$ cat src/rtl/ptp_cfg_pkg.sv
// Constants, types and helpers for the page-six clock-output and status-frame configuration bank
package ptp_cfg_pkg;

  // ----------------------------------------------------------------
  // Register addresses
  // ----------------------------------------------------------------
  localparam logic [4:0] ADDR_PAGE_SELECT = 5'h13;
  localparam logic [4:0] ADDR_CLOCK_OUTPUT_CONTROL = 5'h14;
  localparam logic [4:0] ADDR_STATUS_FRAME_HEADER_CFG = 5'h15;
  localparam logic [4:0] ADDR_STATUS_FRAME_SRC_IP_HIGH = 5'h16;
  localparam logic [4:0] ADDR_STATUS_FRAME_SRC_IP_LOW = 5'h17;

  // ----------------------------------------------------------------
  // Page selection
  // ----------------------------------------------------------------
  localparam logic [2:0] CFG_PAGE = 3'h6;
  localparam logic [2:0] PAGE_SELECT_RST = 3'h0;

  // ----------------------------------------------------------------
  // Clock-output control fields
  // ----------------------------------------------------------------
  localparam int CLKOUT_ENABLE_BIT = 15;
  localparam int CLKOUT_ROOT_SELECT_BIT = 14;
  localparam int CLKOUT_EDGE_RATE_BIT = 13;
  localparam int CLKOUT_DIVISOR_MSB = 7;
  localparam logic [4:0] CLKOUT_RESERVED_VALUE = 5'h00;
  localparam logic CLKOUT_ENABLE_RST = 1'b1;
  localparam logic CLKOUT_ROOT_SELECT_RST = 1'b0;
  localparam logic CLKOUT_EDGE_RATE_RST = 1'b0;
  localparam logic [7:0] CLKOUT_DIVISOR_RST = 8'h0a;
  localparam logic [7:0] CLKOUT_DIVISOR_MIN = 8'h02;
  localparam logic ROOT_PHASE_GENERATION_MODULE = 1'b1;
  localparam logic ROOT_FREQUENCY_CONTROLLED_OSCILLATOR = 1'b0;
  localparam int ROOT_CLOCK_MHZ = 250;

  // ----------------------------------------------------------------
  // Status-frame header and source address fields
  // ----------------------------------------------------------------
  localparam int HEADER_MSG_KIND_LSB = 0;
  localparam int HEADER_TRANSPORT_LSB = 4;
  localparam int HEADER_VERSION_LSB = 8;
  localparam int HEADER_RESERVED_NIBBLE_LSB = 12;
  localparam logic [15:0] HEADER_CFG_RST = 16'h0000;
  localparam logic [15:0] SRC_IP_RST = 16'h0000;
  localparam logic [1:0] HEADER_BYTES = 2'h2;
  localparam logic [1:0] SRC_IP_BYTES_M1 = 2'h3;

  typedef enum logic [2:0] {
    FRM_IDLE = 3'b001,
    FRM_HDR = 3'b010,
    FRM_IP = 3'b100
  } frame_state_e;

  // ----------------------------------------------------------------
  // Helpers
  // ----------------------------------------------------------------
  function automatic logic [7:0] pick_byte(input logic [15:0] word, input logic upper);
    pick_byte = upper ? word[15:8] : word[7:0];
  endfunction : pick_byte

  function automatic logic [7:0] high_phase_len(input logic [7:0] div);
    logic [8:0] sum;
    sum = {1'b0, div} + 9'h001;
    high_phase_len = sum[8:1];
  endfunction : high_phase_len

endpackage : ptp_cfg_pkg

$ cat src/rtl/ptp_cfg_if.sv
// Configuration carrier between decode, register store and clock divider
`timescale 1ns/1ps
interface ptp_cfg_if;
  logic wr_coc;
  logic wr_hdr;
  logic wr_ip_hi;
  logic wr_ip_lo;
  logic [15:0] wdata;
  logic clkout_enable;
  logic clkout_root_select;
  logic clkout_edge_rate;
  logic [7:0] clkout_divisor;
  logic [15:0] header_word;
  logic [15:0] src_ip_high;
  logic [15:0] src_ip_low;

  modport ctl (
    output wr_coc, wr_hdr, wr_ip_hi, wr_ip_lo, wdata,
    input clkout_enable, clkout_root_select, clkout_edge_rate, clkout_divisor,
    input header_word, src_ip_high, src_ip_low
  );
  modport store (
    input wr_coc, wr_hdr, wr_ip_hi, wr_ip_lo, wdata,
    output clkout_enable, clkout_root_select, clkout_edge_rate, clkout_divisor,
    output header_word, src_ip_high, src_ip_low
  );
  modport div (
    input clkout_enable, clkout_root_select, clkout_divisor
  );
endinterface : ptp_cfg_if

$ cat src/rtl/ptp_cfg_store.sv
// Storage of the clock-output control and status-frame configuration registers
`timescale 1ns/1ps
module ptp_cfg_store (
  input wire logic clk_sys,
  input wire logic rstn,
  ptp_cfg_if.store cfg
);
  import ptp_cfg_pkg::*;

  logic clkout_enable_ff;
  logic clkout_root_select_ff;
  logic clkout_edge_rate_ff;
  logic [7:0] clkout_divisor_ff;
  logic [15:0] header_word_ff;
  logic [15:0] src_ip_high_ff;
  logic [15:0] src_ip_low_ff;

  // ----------------------------------------------------------------
  // Clock-output control; bits 12:8 are never stored
  // ----------------------------------------------------------------
  always_ff @(posedge clk_sys or negedge rstn) begin
    if (!rstn) begin
      clkout_enable_ff <= CLKOUT_ENABLE_RST;
      clkout_root_select_ff <= CLKOUT_ROOT_SELECT_RST;
      clkout_edge_rate_ff <= CLKOUT_EDGE_RATE_RST;
      clkout_divisor_ff <= CLKOUT_DIVISOR_RST;
    end else if (cfg.wr_coc) begin
      clkout_enable_ff <= cfg.wdata[CLKOUT_ENABLE_BIT];
      clkout_root_select_ff <= cfg.wdata[CLKOUT_ROOT_SELECT_BIT];
      clkout_edge_rate_ff <= cfg.wdata[CLKOUT_EDGE_RATE_BIT];
      clkout_divisor_ff <= cfg.wdata[CLKOUT_DIVISOR_MSB:0];
    end
  end

  // ----------------------------------------------------------------
  // Status-frame header word
  // ----------------------------------------------------------------
  always_ff @(posedge clk_sys or negedge rstn) begin
    if (!rstn) begin
      header_word_ff <= HEADER_CFG_RST;
    end else if (cfg.wr_hdr) begin
      header_word_ff <= cfg.wdata;
    end
  end

  // ----------------------------------------------------------------
  // Source address halves
  // ----------------------------------------------------------------
  always_ff @(posedge clk_sys or negedge rstn) begin
    if (!rstn) begin
      src_ip_high_ff <= SRC_IP_RST;
    end else if (cfg.wr_ip_hi) begin
      src_ip_high_ff <= cfg.wdata;
    end
  end

  always_ff @(posedge clk_sys or negedge rstn) begin
    if (!rstn) begin
      src_ip_low_ff <= SRC_IP_RST;
    end else if (cfg.wr_ip_lo) begin
      src_ip_low_ff <= cfg.wdata;
    end
  end

  assign cfg.clkout_enable = clkout_enable_ff;
  assign cfg.clkout_root_select = clkout_root_select_ff;
  assign cfg.clkout_edge_rate = clkout_edge_rate_ff;
  assign cfg.clkout_divisor = clkout_divisor_ff;
  assign cfg.header_word = header_word_ff;
  assign cfg.src_ip_high = src_ip_high_ff;
  assign cfg.src_ip_low = src_ip_low_ff;

endmodule : ptp_cfg_store

$ cat src/rtl/clkout_divider.sv
// Divide-by-N clock output generator driven by root clock tick enables
`timescale 1ns/1ps
module clkout_divider (
  input wire logic clk_sys,
  input wire logic rstn,
  input wire logic root_tick_pgm,
  input wire logic root_tick_fco,
  ptp_cfg_if.div cfg,
  output logic clkout
);
  import ptp_cfg_pkg::*;

  logic [7:0] cnt_ff;
  logic [7:0] act_div_ff;
  logic act_sel_ff;
  logic out_ff;
  logic running;
  logic tick;
  logic wrap;
  logic [7:0] nxt_cnt;
  logic [7:0] nxt_div;

  assign running = cfg.clkout_enable && (cfg.clkout_divisor >= CLKOUT_DIVISOR_MIN);
  assign tick = (act_sel_ff == ROOT_PHASE_GENERATION_MODULE) ? root_tick_pgm : root_tick_fco;
  assign wrap = (cnt_ff == act_div_ff - 8'h01);
  assign nxt_cnt = wrap ? 8'h00 : cnt_ff + 8'h01;
  assign nxt_div = wrap ? cfg.clkout_divisor : act_div_ff;

  // ----------------------------------------------------------------
  // Period counter; a running clock takes a new divisor or root select only at a period boundary, a stop at once
  // ----------------------------------------------------------------
  always_ff @(posedge clk_sys or negedge rstn) begin
    if (!rstn) begin
      cnt_ff <= CLKOUT_DIVISOR_RST - 8'h01;
      act_div_ff <= CLKOUT_DIVISOR_RST;
      act_sel_ff <= CLKOUT_ROOT_SELECT_RST;
      out_ff <= 1'b0;
    end else if (!running) begin
      // Parked at end of period so the restart begins a full high phase
      cnt_ff <= cfg.clkout_divisor - 8'h01;
      act_div_ff <= cfg.clkout_divisor;
      act_sel_ff <= cfg.clkout_root_select;
      out_ff <= 1'b0;
    end else if (tick) begin
      cnt_ff <= nxt_cnt;
      act_div_ff <= nxt_div;
      if (wrap) begin
        act_sel_ff <= cfg.clkout_root_select;
      end
      out_ff <= (nxt_cnt < high_phase_len(nxt_div));
    end
  end

  assign clkout = out_ff;

endmodule : clkout_divider

$ cat src/rtl/ptp_clkout_and_status_frame_cfg.sv
// Page-six register bank: clock-output control and status-frame field source
`timescale 1ns/1ps

module ptp_clkout_and_status_frame_cfg (
  input wire logic clk_sys,
  input wire logic rstn,
  input wire logic [4:0] mgmt_addr,
  input wire logic [15:0] mgmt_wdata,
  input wire logic mgmt_wr,
  input wire logic mgmt_rd,
  output logic [15:0] mgmt_rdata,
  output logic mgmt_rvalid,
  input wire logic root_tick_pgm,
  input wire logic root_tick_fco,
  output logic clkout,
  output logic clkout_edge_rate,
  input wire logic frame_start,
  input wire logic frame_ipv4,
  input wire logic frame_ready,
  output logic [7:0] frame_data,
  output logic frame_valid,
  output logic frame_last,
  output logic frame_busy,
  output logic [2:0] register_page_select
);
  import ptp_cfg_pkg::*;

  ptp_cfg_if cfg ();

  logic [2:0] page_ff;
  logic page_hit;
  logic [15:0] rdata_ff;
  logic rvalid_ff;
  logic [15:0] nxt_rdata;
  logic edge_rate_ff;

  frame_state_e state_ff;
  frame_state_e nxt_state;
  logic [1:0] idx_ff;
  logic [15:0] snap_hdr_ff;
  logic [15:0] snap_ip_hi_ff;
  logic [15:0] snap_ip_lo_ff;
  logic snap_ipv4_ff;
  logic [7:0] frame_byte;
  logic frame_end;
  logic take;

  // ----------------------------------------------------------------
  // Page selection and write decode
  // ----------------------------------------------------------------
  assign page_hit = (page_ff == CFG_PAGE);

  always_ff @(posedge clk_sys or negedge rstn) begin
    if (!rstn) begin
      page_ff <= PAGE_SELECT_RST;
    end else if (mgmt_wr && mgmt_addr == ADDR_PAGE_SELECT) begin
      page_ff <= mgmt_wdata[2:0];
    end
  end

  assign cfg.wdata = mgmt_wdata;
  assign cfg.wr_coc = mgmt_wr && page_hit && mgmt_addr == ADDR_CLOCK_OUTPUT_CONTROL;
  assign cfg.wr_hdr = mgmt_wr && page_hit && mgmt_addr == ADDR_STATUS_FRAME_HEADER_CFG;
  assign cfg.wr_ip_hi = mgmt_wr && page_hit && mgmt_addr == ADDR_STATUS_FRAME_SRC_IP_HIGH;
  assign cfg.wr_ip_lo = mgmt_wr && page_hit && mgmt_addr == ADDR_STATUS_FRAME_SRC_IP_LOW;

  // ----------------------------------------------------------------
  // Read mux; page select reads back on any page, other unmapped or off-page reads return zero
  // ----------------------------------------------------------------
  always_comb begin
    nxt_rdata = 16'h0000;
    if (mgmt_addr == ADDR_PAGE_SELECT) begin
      nxt_rdata = {13'h0000, page_ff};
    end else if (page_hit) begin
      unique case (mgmt_addr)
        ADDR_CLOCK_OUTPUT_CONTROL: begin
          nxt_rdata = {cfg.clkout_enable, cfg.clkout_root_select, cfg.clkout_edge_rate,
                       CLKOUT_RESERVED_VALUE, cfg.clkout_divisor};
        end
        ADDR_STATUS_FRAME_HEADER_CFG: begin
          nxt_rdata = cfg.header_word;
        end
        ADDR_STATUS_FRAME_SRC_IP_HIGH: begin
          nxt_rdata = cfg.src_ip_high;
        end
        ADDR_STATUS_FRAME_SRC_IP_LOW: begin
          nxt_rdata = cfg.src_ip_low;
        end
        default: begin
          nxt_rdata = 16'h0000;
        end
      endcase
    end
  end

  always_ff @(posedge clk_sys or negedge rstn) begin
    if (!rstn) begin
      rdata_ff <= 16'h0000;
    end else if (mgmt_rd) begin
      rdata_ff <= nxt_rdata;
    end
  end

  always_ff @(posedge clk_sys or negedge rstn) begin
    if (!rstn) begin
      rvalid_ff <= 1'b0;
    end else begin
      rvalid_ff <= mgmt_rd;
    end
  end

  // ----------------------------------------------------------------
  // Register store and clock divider
  // ----------------------------------------------------------------
  ptp_cfg_store u_store (
    .clk_sys(clk_sys),
    .rstn(rstn),
    .cfg(cfg.store)
  );

  clkout_divider u_divider (
    .clk_sys(clk_sys),
    .rstn(rstn),
    .root_tick_pgm(root_tick_pgm),
    .root_tick_fco(root_tick_fco),
    .cfg(cfg.div),
    .clkout(clkout)
  );

  always_ff @(posedge clk_sys or negedge rstn) begin
    if (!rstn) begin
      edge_rate_ff <= CLKOUT_EDGE_RATE_RST;
    end else begin
      edge_rate_ff <= cfg.clkout_edge_rate;
    end
  end

  // ----------------------------------------------------------------
  // Status-frame field sequencer
  // ----------------------------------------------------------------
  assign take = frame_valid && frame_ready;

  always_comb begin
    nxt_state = state_ff;
    unique case (state_ff)
      FRM_IDLE: begin
        if (frame_start) begin
          nxt_state = FRM_HDR;
        end
      end
      FRM_HDR: begin
        if (take && idx_ff == HEADER_BYTES - 2'h1) begin
          nxt_state = snap_ipv4_ff ? FRM_IP : FRM_IDLE;
        end
      end
      FRM_IP: begin
        if (take && idx_ff == SRC_IP_BYTES_M1) begin
          nxt_state = FRM_IDLE;
        end
      end
      default: begin
        nxt_state = FRM_IDLE;
      end
    endcase
  end

  always_ff @(posedge clk_sys or negedge rstn) begin
    if (!rstn) begin
      state_ff <= FRM_IDLE;
    end else begin
      state_ff <= nxt_state;
    end
  end

  // Fields frozen at frame start so a register write cannot tear a frame
  always_ff @(posedge clk_sys or negedge rstn) begin
    if (!rstn) begin
      snap_hdr_ff <= HEADER_CFG_RST;
      snap_ip_hi_ff <= SRC_IP_RST;
      snap_ip_lo_ff <= SRC_IP_RST;
      snap_ipv4_ff <= 1'b0;
    end else if (state_ff == FRM_IDLE && frame_start) begin
      snap_hdr_ff <= cfg.header_word;
      snap_ip_hi_ff <= cfg.src_ip_high;
      snap_ip_lo_ff <= cfg.src_ip_low;
      snap_ipv4_ff <= frame_ipv4;
    end
  end

  always_ff @(posedge clk_sys or negedge rstn) begin
    if (!rstn) begin
      idx_ff <= 2'h0;
    end else if (state_ff == FRM_IDLE || (take && nxt_state != state_ff)) begin
      idx_ff <= 2'h0;
    end else if (take) begin
      idx_ff <= idx_ff + 2'h1;
    end
  end

  // Header octet 0: transport nibble over message kind; octet 1: reserved nibble over version
  always_comb begin
    frame_byte = 8'h00;
    frame_end = 1'b0;
    unique case (state_ff)
      FRM_HDR: begin
        frame_byte = idx_ff[0] ? {snap_hdr_ff[HEADER_RESERVED_NIBBLE_LSB +: 4],
                                  snap_hdr_ff[HEADER_VERSION_LSB +: 4]}
                               : {snap_hdr_ff[HEADER_TRANSPORT_LSB +: 4],
                                  snap_hdr_ff[HEADER_MSG_KIND_LSB +: 4]};
        frame_end = idx_ff[0] && !snap_ipv4_ff;
      end
      FRM_IP: begin
        // Byte order: first, second from high half; third, fourth from low half
        frame_byte = idx_ff[1] ? pick_byte(snap_ip_lo_ff, idx_ff[0])
                               : pick_byte(snap_ip_hi_ff, idx_ff[0]);
        frame_end = (idx_ff == SRC_IP_BYTES_M1);
      end
      default: begin
        frame_byte = 8'h00;
        frame_end = 1'b0;
      end
    endcase
  end

  // ----------------------------------------------------------------
  // Outputs
  // ----------------------------------------------------------------
  assign mgmt_rdata = rdata_ff;
  assign mgmt_rvalid = rvalid_ff;
  assign clkout_edge_rate = edge_rate_ff;
  assign frame_data = frame_byte;
  assign frame_valid = (state_ff != FRM_IDLE);
  assign frame_last = frame_end;
  assign frame_busy = (state_ff != FRM_IDLE);
  assign register_page_select = page_ff;

endmodule : ptp_clkout_and_status_frame_cfg

$ cat config.mk
export PLATFORM = sky130hd
export DESIGN_NAME = ptp_clkout_and_status_frame_cfg
export DESIGN_NICKNAME = d
export VERILOG_FILES = /design/src/rtl/ptp_cfg_pkg.sv /design/src/rtl/ptp_cfg_if.sv /design/src/rtl/ptp_cfg_store.sv /design/src/rtl/clkout_divider.sv /design/src/rtl/ptp_clkout_and_status_frame_cfg.sv
export SDC_FILE = /design/constraint.sdc
export NUM_CORES = 1
export LEC_CHECK = 0
export ABC_AREA = 1
export ABC_CLOCK_PERIOD_IN_PS = 3700
export BUFFER_PORTS_ARGS = -buffer_cell sky130_fd_sc_hd__buf_2
export CORE_MARGIN = 4
export CORE_UTILIZATION = 50
export DETAILED_ROUTE_END_ITERATION = 12
export GPL_TIMING_DRIVEN = 0
export PLACE_DENSITY = 0.68
export SKIP_LAST_GASP = 1
export SLEW_MARGIN = 30
export SYNTH_ARGS = -nofsm -noshare
export SYNTH_HDL_FRONTEND = slang
export SYNTH_HIERARCHICAL = 1
export SYNTH_SLANG_ARGS = --single-unit
$ cat constraint.sdc
create_clock -name clk_sys -period 3.7 [get_ports clk_sys]
set_input_delay 0.37 -clock clk_sys [delete_from_list [all_inputs] [get_ports clk_sys]]
set_output_delay 0.37 -clock clk_sys [all_outputs]
set_load 0.1 [all_outputs]
==> metrics.md <==
| Metric | Value |
|---|---|
| Drt via density | `5.19` |
| Row count | `46` |
| Fin cells | `1338` |
| Cells after DPL | `1303` |
| Comb pwr share | `0.244` |
| Number of remaining DRC errors | `0` |
| Register bit total from synthesis | `152` |
| Final number of setup-violating endpoints | `0` |
| Clk buf depth | `2` |
| Most frequent cells in the layout | `nand2_1 (415), dfrtp_1 (144), inv_1 (86)` |
| PwrDens | `473 nW/um2` |
| GR peak layer | `met2` |
| Tcrit/Tclk final | `0.936` |
| Boundary Pins | `63` |
| Crit path top cell by count | `nand2_1` |
| GRT met1 Usage | `0.371` |
| Reg clk slew, reported paths | `0.06 ns` |
| Least-Margin Pin Slew | `0.839 ns` |
| Placer Congestion | `0.879` |
| Max-cap violations | `0` |
| Root buffer cell | `clkbuf_16` |
| Fmax | `289 MHz` |
| First-pass GRT wire length | `35400 um` |
| Vias | `6943` |
| GRT met3 Usage | `0.0354` |
| Met2 usage | `0.387` |
| 1st-pass router iterations | `5` |
| CP max FO | `10` |
| Hold Path Class | `in -> reg` |
| Slew headroom | `0.441` |
| Initial Util | `0.509` |
| Post-synth cell types | `51` |
| Clock Latency Late Sink | `0.43 ns` |
| Post-route ant nets | `0` |
| Largest net degree at the start of global routing | `88` |
| Top cell family by delay on the critical path | `simple AND/OR/NAND/NOR gates` |
| Reg2reg start | `u_divider/act_div_ff[1]` |
| Post-route cell area | `9310 um2` |
| Status | `completed` |
| Lkg Pwr | `4.79 nW` |
| DIE AREA | `18200 um2` |
| Synth Warn # | `6` |
| CTS tree | `yes` |
| Area after DPL | `8680 um2` |
| Starting DRT DRC Count | `674` |
| Final hold violations | `0` |
| Clk network pwr share | `0.358` |
| Synth Instances | `1024` |
| Htree depth | `4` |
| Syn_area_per_cell | `7.87 um2` |
| Nets | `1154` |
| Final wirelength | `22100 um` |
| CP Capture Type | `flop` |
| Post-Synthesis Cell Area | `8060 um2` |
| WP data required | `4.06 ns` |
| Post-detail-place hpwl | `16200 um` |
| Grt ovf | `0` |
| Total CTS buffers | `17` |
| Crit path buf inv count | `5` |
| Global Route Usage Sum | `0.252` |
| Initial antenna violation count | `0` |
| Die Ht | `135 um` |
| IR drop worst, VDD | `0.310 mV` |
| Hold Path Sink | `mgmt_rvalid` |
| Setup CP Type | `reg -> reg` |
| Switch share | `0.350` |
| Sequential power share | `0.398` |
| Sw power | `1.54 mW` |
| Die extent in x | `135 um` |
| Antenna fix cells | `0` |
| Syn_nets | `1068` |
| Hold_ws | `0.144 ns` |
| Vias in the first global route | `6558` |
| Area growth syn-to-layout | `15.5%` |
| Final min period | `3.46 ns` |
| R2R setup slack | `0.24 ns` |
| Layout cells sized above 1 | `0.196` |
| Hold Path Stages | `1` |
| RSZ-0062 raised after global routing | `no` |
| Register area share after synthesis | `0.473` |
| RR Endpoint | `u_divider/clkout` |
| Internal Power | `2.87 mW` |
| Avg WL per Cell | `16.5 um` |
| Nature of the critical path startpoint | `flop` |
| CP max-delay cell | `dfstp_2` |
| Worst Path Arrival | `3.83 ns` |
| Core ar. | `15800 um2` |
| Max stage delay on crit path | `0.53 ns` |
| Final Skew | `0.00817 ns` |
| Worst-case reg-to-reg path depth | `26` |
| Clk sinks | `152` |
| Commonest non-fill, non-tap cell in the layout | `nand2_1` |
| PortBufs | `62` |
| Pins Over Slew Limit | `0` |
| Hold Startpoint | `mgmt_rd` |
-- worst reg2reg max path, stage by stage (launching register included) --
cell	delay (ns)
dfstp_2	0.53
inv_1	0.08
ha_4	0.28
inv_1	0.03
nand2_1	0.05
nand2_1	0.06
nor2_2	0.12
nand3_1	0.11
a21oi_2	0.16
nand3_4	0.13
inv_4	0.09
buf_8	0.13
nand2_1	0.07
o21ai_2	0.12
inv_2	0.09
ha_4	0.17
nand2_2	0.08
nor2_4	0.05
nand3_1	0.06
nand2_1	0.05
nand2_1	0.10
ha_4	0.21
a21oi_2	0.12
nor2_1	0.06
a2111oi_2	0.33
nand2_1	0.09
nand2_1	0.06
-- worst max path at each step --
stage	from	end	slack, ns	cells past startpoint
2_1_floorplan	idx_ff[0]	frame_last	0.26	4
5_1_grt	u_divider/act_div_ff[1]	u_divider/clkout	0.007	25
6_report	u_divider/act_div_ff[1]	u_divider/clkout	0.24	26
3_5_place_dp	u_divider/act_div_ff[1]	u_divider/clkout	-0.02	25
4_1_cts	u_divider/act_div_ff[1]	u_divider/clkout	0.02	25
3_3_place_gp	rstn	register_page_select[0]	-0.07	1
-- what timing repair did --
item                                   4_1_cts  5_1_grt
pin swaps                                    0        5
hold buffers                                 1        0
endpoints found under the hold margin       58        0
resized for setup                            2       11
buffers inserted                             0        3
setup endpoints to repair                    1        1
-- power groups by stage --
stage               Clock (mW)  Sequential, mW  Combinational (mW)
finish                    1.58            1.75                1.08
global route              1.67            1.76                1.18
CTS                       1.60            1.75                1.04
detailed placement           0            1.78                1.03
global placement             0            1.78                1.02
floorplan                    0            1.84               0.698
-- sequential cells by signal (all words and copies together) (netlist names), 2 cells and up --
register,count
snap_ip_lo_ff,16
u_store/cfg.header_word,16
idx_ff,2
mgmt_rdata,16
u_divider/act_div_ff,8
u_divider/cnt_ff,8
state_ff,3
snap_hdr_ff,16
register_page_select,3
u_store/cfg.src_ip_high,16
u_store/cfg.clkout_divisor,8
u_store/cfg.src_ip_low,16
snap_ip_hi_ff,16
-- cell usage after synthesis, drive strengths merged --
| cell | count | area (um2) |
|---|---|---|
| o2bb2ai | 5 | 43.8 |
| a21oi | 18 | 97.6 |
| o2111ai | 3 | 38.8 |
| xor2 | 7 | 61.3 |
| a31oi | 6 | 37.5 |
| mux2 | 5 | 63.8 |
| nand4 | 5 | 37.5 |
| dfrtp | 144 | 3600 |
| nor2 | 65 | 297 |
| a21o | 1 | 7.51 |
| nor3 | 9 | 88.8 |
| o31ai | 1 | 7.51 |
| dfstp | 8 | 210 |
| o22ai | 18 | 113 |
| o221ai | 5 | 43.8 |
| clkinv | 1 | 5.00 |
| and3 | 1 | 6.26 |
| or2 | 2 | 12.5 |
| xnor2 | 6 | 52.6 |
| o21ai | 88 | 459 |
| o21bai | 1 | 7.51 |
| clkbuf | 6 | 22.5 |
| nand3 | 28 | 175 |
| nor3b | 1 | 7.51 |
| ha | 14 | 175 |
| a22oi | 1 | 7.51 |
| a31o | 9 | 78.8 |
| nand2 | 423 | 1610 |
| inv | 109 | 424 |
| a22o | 1 | 8.76 |
| a2111oi | 1 | 8.76 |
| buf | 32 | 250 |
-- kinds of logic after synthesis --
group           share of synthesized area
flops                               0.473
buf+inv                            0.0871
xor+xnor                           0.0141
fa+ha+maj                          0.0217
mux                               0.00791
simple gates                        0.277
compound gates                      0.119
-- layer usage --
layer | routed length (um) | up-vias | part of all wire
met5 | 0 | - | 0
met4 | 461 | 0 | 0.021
met3 | 1080 | 27 | 0.049
met2 | 10100 | 202 | 0.46
met1 | 10500 | 3271 | 0.48
li1 | - | 3443 | -
-- per-stage QoR --
stage                     total power [mW]   util  setup slack [ns]  setup TNS [ns]
after detailed placement              2.82  0.548           -0.0209         -0.0209
after global placement                2.81  0.546           -0.0664           -8.48
final                                 4.41  0.588             0.238               0
after CTS                             4.39  0.583            0.0214               0
after floorplan                       2.53      -             0.257               0
after global routing                  4.61  0.588           0.00685               0
-- area by class of cell --
cell class / count / area (um2)
Buffer: 38 / 277
Clock buffer: 18 / 429
Clock inverter: 13 / 100
Multi-Input combinational cell: 724 / 3610
Fill cell: 1469 / 6520
Timing Repair Buffer: 67 / 380
Sequential cell: 152 / 3810
Tap cell: 216 / 270
Inverter: 110 / 430
(Power assumes the default switching activity.)
